**config.mk**
```make
export PLATFORM = sky130hd
export DESIGN_NAME = cce_execute
export DESIGN_NICKNAME = d
export VERILOG_FILES = /design/src/cce_pkg.sv /design/src/cce_execute.sv /design/src/cce_pair_tracker.sv
export SDC_FILE = /design/constraint.sdc
export NUM_CORES = 1
export LEC_CHECK = 0
export ABC_AREA = 0
export BUFFER_PORTS_ARGS = -buffer_cell sky130_fd_sc_hd__buf_2
export CAP_MARGIN = 20
export CORE_MARGIN = 2
export CORE_UTILIZATION = 30
export DETAILED_ROUTE_END_ITERATION = 12
export PLACE_DENSITY_LB_ADDON = 0.12
export SLEW_MARGIN = 25
export SYNTH_ARGS = -nofsm -noshare
export SYNTH_HDL_FRONTEND = slang
export SYNTH_SLANG_ARGS = --single-unit
```
**constraint.sdc**
```tcl
create_clock -name ref_clk_i -period 2.42 [get_ports ref_clk_i]
set_input_delay 0.121 -clock ref_clk_i [delete_from_list [all_inputs] [get_ports ref_clk_i]]
set_output_delay 0.121 -clock ref_clk_i [all_outputs]
set_load 0.1 [all_outputs]
```
**src/cce_pkg.sv**
```systemverilog
`default_nettype none
package cce_pkg;

    // Datapath widths of the core around this block
    localparam int PC_WIDTH        = 11;
    localparam int MEM_ADDR_WIDTH  = 7;
    localparam int DATA_WIDTH      = 8;
    localparam int BIT_SEL_WIDTH   = 3;
    localparam int OP_WIDTH        = 3;

    // Decoded instruction classes handed in by the fetch/decode stage
    localparam logic [2:0] OP_NONE                   = 3'h0;
    localparam logic [2:0] OP_CALL                   = 3'h1;
    localparam logic [2:0] OP_MEMORY_BYTE_ZERO       = 3'h2;
    localparam logic [2:0] OP_MEMORY_BIT_ZERO        = 3'h3;
    localparam logic [2:0] OP_WATCHDOG_CLEAR_SINGLE  = 3'h4;
    localparam logic [2:0] OP_WATCHDOG_PRECLEAR_FIRST  = 3'h5;
    localparam logic [2:0] OP_WATCHDOG_PRECLEAR_SECOND = 3'h6;

    // Values written by the clear instructions
    localparam logic [7:0] MEM_CLEAR_VALUE = 8'h00;
    localparam logic [7:0] FULL_BYTE_MASK  = 8'hFF;
    localparam logic [7:0] NO_BYTE_MASK    = 8'h00;

    // Return address is the call's own address plus this step
    localparam int RETURN_OFFSET = 1;

    // Instruction cycles taken by a subroutine call
    localparam int CALL_CYCLES = 2;

    // Reset values of the status flags and the bus outputs
    localparam logic FLAG_RESET_VALUE = 1'b0;
    localparam logic [10:0] PC_RESET_VALUE = 11'h000;
    localparam logic [6:0] MEM_ADDR_RESET_VALUE = 7'h00;

    // Which half of the paired watchdog pre-clear ran last
    typedef enum logic [1:0] {
        CCE_HALF_NONE,
        CCE_HALF_FIRST,
        CCE_HALF_SECOND
    } cce_half_type;

    // Execution phase of the block
    typedef enum logic {
        CCE_EXEC_ISSUE,
        CCE_EXEC_CALL_JUMP
    } cce_exec_type;

endpackage
`default_nettype wire

```
**src/cce_execute.sv**
```systemverilog
// Behaviour
// RULE1 - A call pushes the address after the call (pc plus one) unconditionally and touches no status flag.
// RULE2 - After the push a call loads the program counter with its target so fetching continues there.
// RULE3 - A call occupies two instruction cycles.
// RULE4 - Byte clear writes 00H to the addressed data byte and leaves the status flags alone.
// RULE5 - Bit clear forces only the selected bit of the addressed byte to 0, keeping the rest and the flags.
// RULE6 - Single watchdog clear resets the watchdog counter and clears the time-out and power-down flags.
// RULE7 - The first pre-clear half acts only when alternating with the second, and the pair clears counter and flags.
// RULE8 - The second pre-clear half acts only when alternating with the first, then clears counter and flags.
// RULE9 - Repeats of the same pre-clear half without the other between have no effect.
// RULE10 - Flags are cleared only after both halves ran consecutively, otherwise they keep their values.
// RULE11 - The record of the last pre-clear half returns to idle on reset.
`timescale 1ns/1ps
`default_nettype none
module cce_execute #(
    parameter int PC_WIDTH       = cce_pkg::PC_WIDTH,
    parameter int MEM_ADDR_WIDTH = cce_pkg::MEM_ADDR_WIDTH,
    parameter int DATA_WIDTH     = cce_pkg::DATA_WIDTH,
    parameter int BIT_SEL_WIDTH  = cce_pkg::BIT_SEL_WIDTH
) (
    input  wire logic                      ref_clk_i,
    input  wire logic                      nrst_i,
    input  wire logic                      instr_valid_i,
    input  wire logic [2:0]                instr_op_i,
    input  wire logic [PC_WIDTH-1:0]       pc_i,
    input  wire logic [PC_WIDTH-1:0]       call_target_i,
    input  wire logic [MEM_ADDR_WIDTH-1:0] mem_addr_i,
    input  wire logic [BIT_SEL_WIDTH-1:0]  bit_sel_i,
    input  wire logic                      timeout_set_i,
    input  wire logic                      powerdown_set_i,
    output logic                           instr_ready_o,
    output logic                           stack_push_o,
    output logic [PC_WIDTH-1:0]            stack_data_o,
    output logic                           pc_load_o,
    output logic [PC_WIDTH-1:0]            pc_load_addr_o,
    output logic                           mem_we_o,
    output logic [MEM_ADDR_WIDTH-1:0]      mem_addr_o,
    output logic [DATA_WIDTH-1:0]          mem_wdata_o,
    output logic [DATA_WIDTH-1:0]          mem_wmask_o,
    output logic                           watchdog_counter_clear_o,
    output logic                           timeout_status_flag_o,
    output logic                           powerdown_status_flag_o,
    output logic                           preclear_armed_o
);

    cce_pkg::cce_exec_type     exec_state;
    logic                      accept;
    logic                      do_call;
    logic                      do_byte_zero;
    logic                      do_bit_zero;
    logic                      do_single_clear;
    logic                      do_first_half;
    logic                      do_second_half;
    logic                      pair_fire;
    logic                      pair_armed;
    logic                      flag_clear;
    logic [PC_WIDTH-1:0]       return_addr;
    logic [PC_WIDTH-1:0]       jump_target;

    // Decode helper: instruction of a given class taken this cycle
    function automatic logic op_hit(input logic taken, input logic [2:0] op, input logic [2:0] code);
        op_hit = taken && (op == code);
    endfunction

    // One-hot write mask for the selected bit position
    function automatic logic [DATA_WIDTH-1:0] bit_mask(input logic [BIT_SEL_WIDTH-1:0] sel);
        bit_mask = '0;
        for (int i = 0; i < DATA_WIDTH; i++) begin
            if (sel == BIT_SEL_WIDTH'(i)) begin
                bit_mask[i] = 1'b1;
            end
        end
    endfunction

    // Requests are only taken in the issue phase; the call's jump cycle refuses them
    assign accept          = instr_valid_i && (exec_state == cce_pkg::CCE_EXEC_ISSUE);
    assign do_call         = op_hit(accept, instr_op_i, cce_pkg::OP_CALL);
    assign do_byte_zero    = op_hit(accept, instr_op_i, cce_pkg::OP_MEMORY_BYTE_ZERO);
    assign do_bit_zero     = op_hit(accept, instr_op_i, cce_pkg::OP_MEMORY_BIT_ZERO);
    assign do_single_clear = op_hit(accept, instr_op_i, cce_pkg::OP_WATCHDOG_CLEAR_SINGLE);
    assign do_first_half   = op_hit(accept, instr_op_i, cce_pkg::OP_WATCHDOG_PRECLEAR_FIRST);
    assign do_second_half  = op_hit(accept, instr_op_i, cce_pkg::OP_WATCHDOG_PRECLEAR_SECOND);

    // Return address wraps with the program counter width
    assign return_addr = pc_i + PC_WIDTH'(cce_pkg::RETURN_OFFSET); // [RULE1]

    // Paired pre-clear bookkeeping
    cce_pair_tracker u_pair (
        .ref_clk_i (ref_clk_i),
        .nrst_i    (nrst_i),
        .first_i   (do_first_half),
        .second_i  (do_second_half),
        .fire_o    (pair_fire),
        .armed_o   (pair_armed)
    );

    // Only the watchdog clears reach the flags; call and memory clears never do
    assign flag_clear = do_single_clear || pair_fire; // [RULE6] [RULE7] [RULE8] [RULE10]

    // Execution phase: a call spends its second cycle loading the counter
    always_ff @(posedge ref_clk_i or negedge nrst_i) begin
        if (!nrst_i) begin
            exec_state <= cce_pkg::CCE_EXEC_ISSUE;
        end else begin
            case (exec_state)
                cce_pkg::CCE_EXEC_ISSUE: begin
                    if (do_call) begin
                        exec_state <= cce_pkg::CCE_EXEC_CALL_JUMP; // [RULE3]
                    end
                end
                cce_pkg::CCE_EXEC_CALL_JUMP: begin
                    exec_state <= cce_pkg::CCE_EXEC_ISSUE;
                end
                default: begin
                    exec_state <= cce_pkg::CCE_EXEC_ISSUE;
                end
            endcase
        end
    end

    // Ready drops for exactly the extra call cycle
    always_ff @(posedge ref_clk_i or negedge nrst_i) begin
        if (!nrst_i) begin
            instr_ready_o <= 1'b1;
        end else begin
            instr_ready_o <= !do_call; // [RULE3]
        end
    end

    // First call cycle: push the return address, no condition checked
    always_ff @(posedge ref_clk_i or negedge nrst_i) begin
        if (!nrst_i) begin
            stack_push_o <= 1'b0;
            stack_data_o <= cce_pkg::PC_RESET_VALUE[PC_WIDTH-1:0];
        end else begin
            stack_push_o <= do_call; // [RULE1]
            if (do_call) begin
                stack_data_o <= return_addr; // [RULE1]
            end
        end
    end

    // Target held from issue so a changing input cannot corrupt the jump
    always_ff @(posedge ref_clk_i or negedge nrst_i) begin
        if (!nrst_i) begin
            jump_target <= cce_pkg::PC_RESET_VALUE[PC_WIDTH-1:0];
        end else if (do_call) begin
            jump_target <= call_target_i;
        end
    end

    // Second call cycle: load the program counter after the push
    always_ff @(posedge ref_clk_i or negedge nrst_i) begin
        if (!nrst_i) begin
            pc_load_o      <= 1'b0;
            pc_load_addr_o <= cce_pkg::PC_RESET_VALUE[PC_WIDTH-1:0];
        end else begin
            pc_load_o <= (exec_state == cce_pkg::CCE_EXEC_CALL_JUMP); // [RULE2]
            if (exec_state == cce_pkg::CCE_EXEC_CALL_JUMP) begin
                pc_load_addr_o <= jump_target; // [RULE2]
            end
        end
    end

    // Masked write avoids a read-modify-write: untouched bits are never rewritten
    always_ff @(posedge ref_clk_i or negedge nrst_i) begin
        if (!nrst_i) begin
            mem_we_o    <= 1'b0;
            mem_addr_o  <= cce_pkg::MEM_ADDR_RESET_VALUE[MEM_ADDR_WIDTH-1:0];
            mem_wdata_o <= cce_pkg::MEM_CLEAR_VALUE[DATA_WIDTH-1:0];
            mem_wmask_o <= cce_pkg::NO_BYTE_MASK[DATA_WIDTH-1:0];
        end else begin
            mem_we_o    <= do_byte_zero || do_bit_zero;
            mem_wdata_o <= cce_pkg::MEM_CLEAR_VALUE[DATA_WIDTH-1:0]; // [RULE4] [RULE5]
            if (do_byte_zero) begin
                mem_addr_o  <= mem_addr_i;
                mem_wmask_o <= cce_pkg::FULL_BYTE_MASK[DATA_WIDTH-1:0]; // [RULE4]
            end else if (do_bit_zero) begin
                mem_addr_o  <= mem_addr_i;
                mem_wmask_o <= bit_mask(bit_sel_i); // [RULE5]
            end else begin
                mem_wmask_o <= cce_pkg::NO_BYTE_MASK[DATA_WIDTH-1:0];
            end
        end
    end

    // Watchdog counter reset strobe, single clear or completed pair only
    always_ff @(posedge ref_clk_i or negedge nrst_i) begin
        if (!nrst_i) begin
            watchdog_counter_clear_o <= 1'b0;
        end else begin
            watchdog_counter_clear_o <= flag_clear; // [RULE6] [RULE7] [RULE8] [RULE9]
        end
    end

    // Time-out flag; a set from the watchdog wins over a clear in the same cycle
    always_ff @(posedge ref_clk_i or negedge nrst_i) begin
        if (!nrst_i) begin
            timeout_status_flag_o <= cce_pkg::FLAG_RESET_VALUE;
        end else if (timeout_set_i) begin
            timeout_status_flag_o <= 1'b1;
        end else if (flag_clear) begin
            timeout_status_flag_o <= 1'b0; // [RULE6] [RULE10]
        end
    end

    // Power-down flag; same priority so a halt is never lost
    always_ff @(posedge ref_clk_i or negedge nrst_i) begin
        if (!nrst_i) begin
            powerdown_status_flag_o <= cce_pkg::FLAG_RESET_VALUE;
        end else if (powerdown_set_i) begin
            powerdown_status_flag_o <= 1'b1;
        end else if (flag_clear) begin
            powerdown_status_flag_o <= 1'b0; // [RULE6] [RULE10]
        end
    end

    // Exposes a half-done pair for debug; mirrors the tracker one cycle late
    always_ff @(posedge ref_clk_i or negedge nrst_i) begin
        if (!nrst_i) begin
            preclear_armed_o <= 1'b0; // [RULE11]
        end else begin
            preclear_armed_o <= pair_armed;
        end
    end

endmodule
`default_nettype wire

```
**src/cce_pair_tracker.sv**
```systemverilog
`timescale 1ns/1ps
`default_nettype none
module cce_pair_tracker (
    input  wire logic ref_clk_i,
    input  wire logic nrst_i,
    input  wire logic first_i,
    input  wire logic second_i,
    output logic      fire_o,
    output logic      armed_o
);

    cce_pkg::cce_half_type last_half;
    cce_pkg::cce_half_type next_last_half;

    // A half fires only when the opposite half ran last; a repeat only re-arms
    always_comb begin
        fire_o         = 1'b0;
        next_last_half = last_half;
        if (first_i) begin
            if (last_half == cce_pkg::CCE_HALF_SECOND) begin
                fire_o         = 1'b1; // [RULE7] [RULE10]
                next_last_half = cce_pkg::CCE_HALF_NONE;
            end else begin
                next_last_half = cce_pkg::CCE_HALF_FIRST; // [RULE9]
            end
        end else if (second_i) begin
            if (last_half == cce_pkg::CCE_HALF_FIRST) begin
                fire_o         = 1'b1; // [RULE8] [RULE10]
                next_last_half = cce_pkg::CCE_HALF_NONE;
            end else begin
                next_last_half = cce_pkg::CCE_HALF_SECOND; // [RULE9]
            end
        end
    end

    // Pair state; reset drops any half-completed pair
    always_ff @(posedge ref_clk_i or negedge nrst_i) begin
        if (!nrst_i) begin
            last_half <= cce_pkg::CCE_HALF_NONE; // [RULE11]
        end else begin
            last_half <= next_last_half;
        end
    end

    assign armed_o = (last_half != cce_pkg::CCE_HALF_NONE);

endmodule
`default_nettype wire

```
# --- Word level (Yosys, flattened, before mapping) ---
# Cells that the tools add are included.
op_classes:
  add_sub_neg: 1
  eq_ne: 15
  mux: 25
  bitwise_logic: 1
  n_reduce_logical: 16
op_table:
  columns: ["op", "n"]
  rows:
  - ["equality test 3 bit (second input constant)", 7]
  - ["2-to-1 mux 1 bit", 17]
  - ["2-to-1 mux 8 bit", 2]
  - ["2-to-1 mux 7 bit", 2]
  - ["equality test 3 x 2 -> 1 bit (second input constant)", 4]
  - ["adder 11 x 1 -> 11 bit (second input constant)", 1]
  - ["nonzero test 2 bit", 5]
  - ["logical AND 1 bit", 7]
  - ["equality test 3 x 1 -> 1 bit (second input constant)", 2]
  - ["2-to-1 mux 2 bit", 3]
  - ["logical NOT 3 bit", 1]
  - ["equality test 2 x 1 -> 1 bit (second input constant)", 1]
  - ["equality test 2 bit (second input constant)", 1]
  - ["logical OR 1 bit", 2]
  - ["one-hot mux 1 bit (2 select lines)", 1]
  - ["logical NOT 1 bit", 1]
  - ["inverter 1 bit", 1]
totals:
  register_bits: 59
  inputBits: 40
  out_inout_bits: 53
  word_cells: 73

# --- Depth between registers and ports, before layout ---
logic_depth:
  word_depth: 8
  ltp_mapped: 5
  depth_no_buf: 5

# --- Hierarchy ---
# Synthesis repeated with hierarchy kept, for this count alone.
hier_totals:
  hier_cells: 191
  hier_area_um2: 2509.9
by_module_without_submodules:
  columns: ["module", "instances", "cells_per_inst", "area_each_um2", "seq_area_each_um2"]
  rows:
  - ["cce_execute", 1, 180, 2397.3, 1427.6]
  - ["cce_pair_tracker", 1, 11, 112.6, 50.0]

# --- Worst setup path before layout ---
# Ideal clock, no wire load.
synth_path:
  path_type: "register to register"
  startpoint: "register exec_state"
  endpoint: "register stack_data_o[1]"
  setup_ns: 0.125
  arrival_time_ns: 1.275
  required_ns: 2.295
  slack_ns: 1.020
  stages_incl_launch_ff: 5
  path_buffers: 1
  period_less_slack_ns: 1.400
  path_cell_list: "dfrtp_1 nor3b_4 nand3b_4 buf_6 mux2_4"
synth_via:
  elab_chain_len: 3
synth_rtl:
  columns: ["item", "line_no", "rtl"]
  rows:
  - ["start, declared", "cce_execute.sv:46", "cce_pkg::cce_exec_type exec_state;"]
  - ["start signal, assigned", "cce_execute.sv:103", "exec_state <= cce_pkg::CCE_EXEC_ISSUE;"]
  - ["start signal, assigned", "cce_execute.sv:108", "exec_state <= cce_pkg::CCE_EXEC_CALL_JUMP;"]
  - ["start signal, assigned", "cce_execute.sv:112", "exec_state <= cce_pkg::CCE_EXEC_ISSUE;"]
  - ["inverter 1 bit", null, null]
  - ["logical AND 1 bit", "cce_execute.sv:76", "assign accept = instr_valid_i && (exec_state == cce_pkg::CCE_EXEC_ISSUE);"]
  - ["logical AND 1 bit", "cce_execute.sv:62", "op_hit = taken && (op == code);"]
  - ["end signal, assigned", "cce_execute.sv:134", "stack_data_o <= cce_pkg::PC_RESET_VALUE[PC_WIDTH-1:0];"]
  - ["end signal, assigned", "cce_execute.sv:138", "stack_data_o <= return_addr;"]
  - ["end, declared", "cce_execute.sv:33", "output logic [PC_WIDTH-1:0] stack_data_o,"]
# Every way passes these cells.
# A chain may end at the register's enable or synchronous reset.

# --- Final worst setup path ---
layout_path:
  startpoint: "register exec_state"
  endpoint: "register jump_target[10]"
layout_via:
  elab_chain_len: 3
layout_rtl:
  columns: ["item", "line_no", "rtl"]
  rows:
  - ["inverter 1 bit", null, null]
  - ["logical AND 1 bit", "cce_execute.sv:76", null]
  - ["logical AND 1 bit", "cce_execute.sv:62", null]
  - ["end signal, assigned", "cce_execute.sv:146", "jump_target <= cce_pkg::PC_RESET_VALUE[PC_WIDTH-1:0];"]
  - ["end signal, assigned", "cce_execute.sv:148", "jump_target <= call_target_i;"]
  - ["end, declared", "cce_execute.sv:58", "logic [PC_WIDTH-1:0] jump_target;"]
# Every way passes these cells.

==> impl_metrics.ini <==
[place]
dp_slack_ns = 0.772
gp_congestion = 0.732
io_buffers = 84
place_hpwl_um = 3450

[timing]
setup_viol = 0
post-route-min-period_ns = 1.63
finalWorstSetupSlack_ns = 0.786
hold_viol = 0
fin_skew_ns = 0.00549
fin_crit_sh_pct = 67.5
rsz0062_at_grt = false
worst_slew_pin_slew_ns = 0.691
slew_viol_final = 0
tns_ns = 0
max_freq_mhz = 612
relSlewSlack_pct = 53.9

[power]
p_comb_share_pct = 41.0
worst_ir_drop_vdd_uv = 544
seqPwrFrac_pct = 34.0
p_int_w = 0.00200
power_density_mw_per_mm2 = 1150
p_switching_w = 0.00169
leakagePower_nw = 1.62
swShare_pct = 45.8
pwr-share-clk_pct = 25.0

[run_status]
status = completed

[synthesis]
async_flop_share_pct = 100
synth_edf_count = 0
ys_warn_count = 0
yosys.area.top_type = dfrtp_1
netlist.area_leader.share_pct = 59.1
synth_seq_cells = 59
netlist_instances = 189
yosysSeqAreaShare_pct = 60.2
ys.flop_type = dfrtp_1
ys_types = 33
synthMostInstantiatedCell = dfrtp_1
syn_area_mm2 = 0.00245
synth_area_leaders = dfrtp_1 59%, mux2_2 10%, mux2_4 4.9%
yosys-top-cells-count = 58 x dfrtp_1, 22 x mux2_2, 14 x nand2_1
syn_avg_cell_area_um2 = 13.0

[critical_path]
critPathKind = flop to flop
crit_fanout = 35
cp.required_ns = 2.63
arrival_ns = 1.84
cp-end-kind = flop
critPathLaunchType = flop
reg2reg_slack_ns = 0.79

[final_layout]
nNetsFinal = 326
antennaDiodeCount = 0
synthToLayoutAreaGrowth_pct = 30.7
register_area_mm2 = 0.00148
fill_cells = 825
multiInputGateArea_um2 = 885
drive_above_1_share_pct = 47.2

[grt]
grt_max_degree = 36
grt_pass1_wl_um = 7870
grt_usage_pct = 11.8
grt.overflow.total = 0
antenna_found_initial = 0
grt_pass1_vias = 1621

[clocking]
cts_buffers = 9
cts_max_level = 3
worst_skew_pair.late_latency_ns = 0.32
cts_setup_buffers = 0
cts_resized = 0
tritoncts = done
cts_max_path_buffers = 2
cts.clk_slew.worst_paths_ns = 0.07
cts-root-buf = clkbuf_8
ctsHoldBuffers = 5
cts.sink_count = 59

[routing]
vias = 1681
avgViaCountPerCell = 4.29
drt_wl_total_um = 4970
wl_per_cell_um = 12.7
ant_nets = 0
drtIter0Drc = 65
firstDrtPassIters = 4
drc = 0

[floorplan]
die_h_um = 94.5
ios = 93
core_mm2 = 0.00785
dieWidth_um = 94.5
die-area_mm2 = 0.00892
rows = 32
initial_utilization_pct = 31.3

[worst_hold_path]
hold_class = input pin to flop

[run]
max_cap_viol_count = 0
placed cells by master (no fill, tap or decap), drive strengths merged, types with 6 or more instances in the layout:
cell	Yosys	final
clkbuf	2	15
nand2	15	15
mux2	30	30
nor2	6	6
dfrtp	58	58
buf	12	87
a21oi	9	9
o21ai	13	13
xnor2	7	7
conb	1	8
through the flow:
step / instance area [um^2] / std cells / hold WS (ns) / power (W) / utilization, %
after floorplan: 2480 / 196 / -0.175 / 0.00254 / -
after global placement: 2950 / 371 / 0.216 / 0.00278 / 37.6
after detailed placement: 2950 / 371 / 0.210 / 0.00279 / 37.6
after CTS: 3210 / 392 / 0.00340 / 0.00375 / 40.9
after global routing: 3210 / 392 / 0.00474 / 0.00386 / 40.9
final: 3210 / 392 / 0.0249 / 0.00369 / 40.9
worst paths after layout:
path | end | cells after the start | startpoint
max in group asynchronous | mem_addr_o[3]$_DFFE_PN0P_ | 3 | nrst_i
min reg2reg | stack_data_o[6]$_DFFE_PN0P_ | 2 | stack_data_o[6]$_DFFE_PN0P_
min in group asynchronous | watchdog_counter_clear_o$_DFF_PN0_ | 2 | nrst_i
max | jump_target[10]$_DFFE_PN0P_ | 3 | exec_state$_DFF_PN0_
max reg2reg | jump_target[10]$_DFFE_PN0P_ | 3 | exec_state$_DFF_PN0_
min | jump_target[3]$_DFFE_PN0P_ | 2 | call_target_i[3]
cells by family (layout without fill, tap and decap cells):
logic type                 count (synthesis)  in the layout  synth area share, %
DFF                                       59             59                 60.2
and+or+nand+nor                           45             45                 10.7
muxes                                     30             30                 15.0
AOI/OAI and AO/OA                         25             25                 5.40
buffers and inverters                     19            113                 4.84
xor gates and xnor gates                   9              9                 3.21
adders and majority gates                  1              1                0.510
other                                      1              8                0.153
sequential cells by signal, summed over array words and instances, names as in the netlist, 2 cells and up:
register / flops
u_pair.last_half: 2
pc_load_addr_o: 11
mem_addr_o: 7
stack_data_o: 11
mem_wmask_o: 8
jump_target: 11
routing by layer:
layer	vias to the layer above	share of wire [%]	GRT usage (%)
li1	820	-	-
met1	784	46	14.7
met2	72	44	17.9
met3	5	9.6	5.75
met4	0	1.3	3.99
met5	-	0	0
power by group through the flow:
stage / Clock [W] / Sequential [W] / Combinational [W]
3_3_place_gp: 0 / 0.00127 / 0.00151
6_report: 0.000924 / 0.00125 / 0.00151
5_1_grt: 0.00101 / 0.00128 / 0.00157
4_1_cts: 0.000968 / 0.00126 / 0.00152
3_5_place_dp: 0 / 0.00127 / 0.00152
2_1_floorplan: 0 / 0.00227 / 0.000271
final cells by class:
class | count | area share, %
Clock inverter | 1 | 0.936
Clock buffer | 15 | 5.50
Inverter | 5 | 0.585
Tap cell | 102 | 3.98
Timing Repair Buffer | 92 | 15.4
Sequential cell | 59 | 46.1
Multi-Input combinational cell | 118 | 27.6
critical path, cell delays in order (launching register included):
cell and delay [ns]:
dfrtp_1 0.41, nor3b_4 0.27, nand3b_4 0.39, mux2_4 0.43
Note: power is estimated with default switching activity, not from simulation.
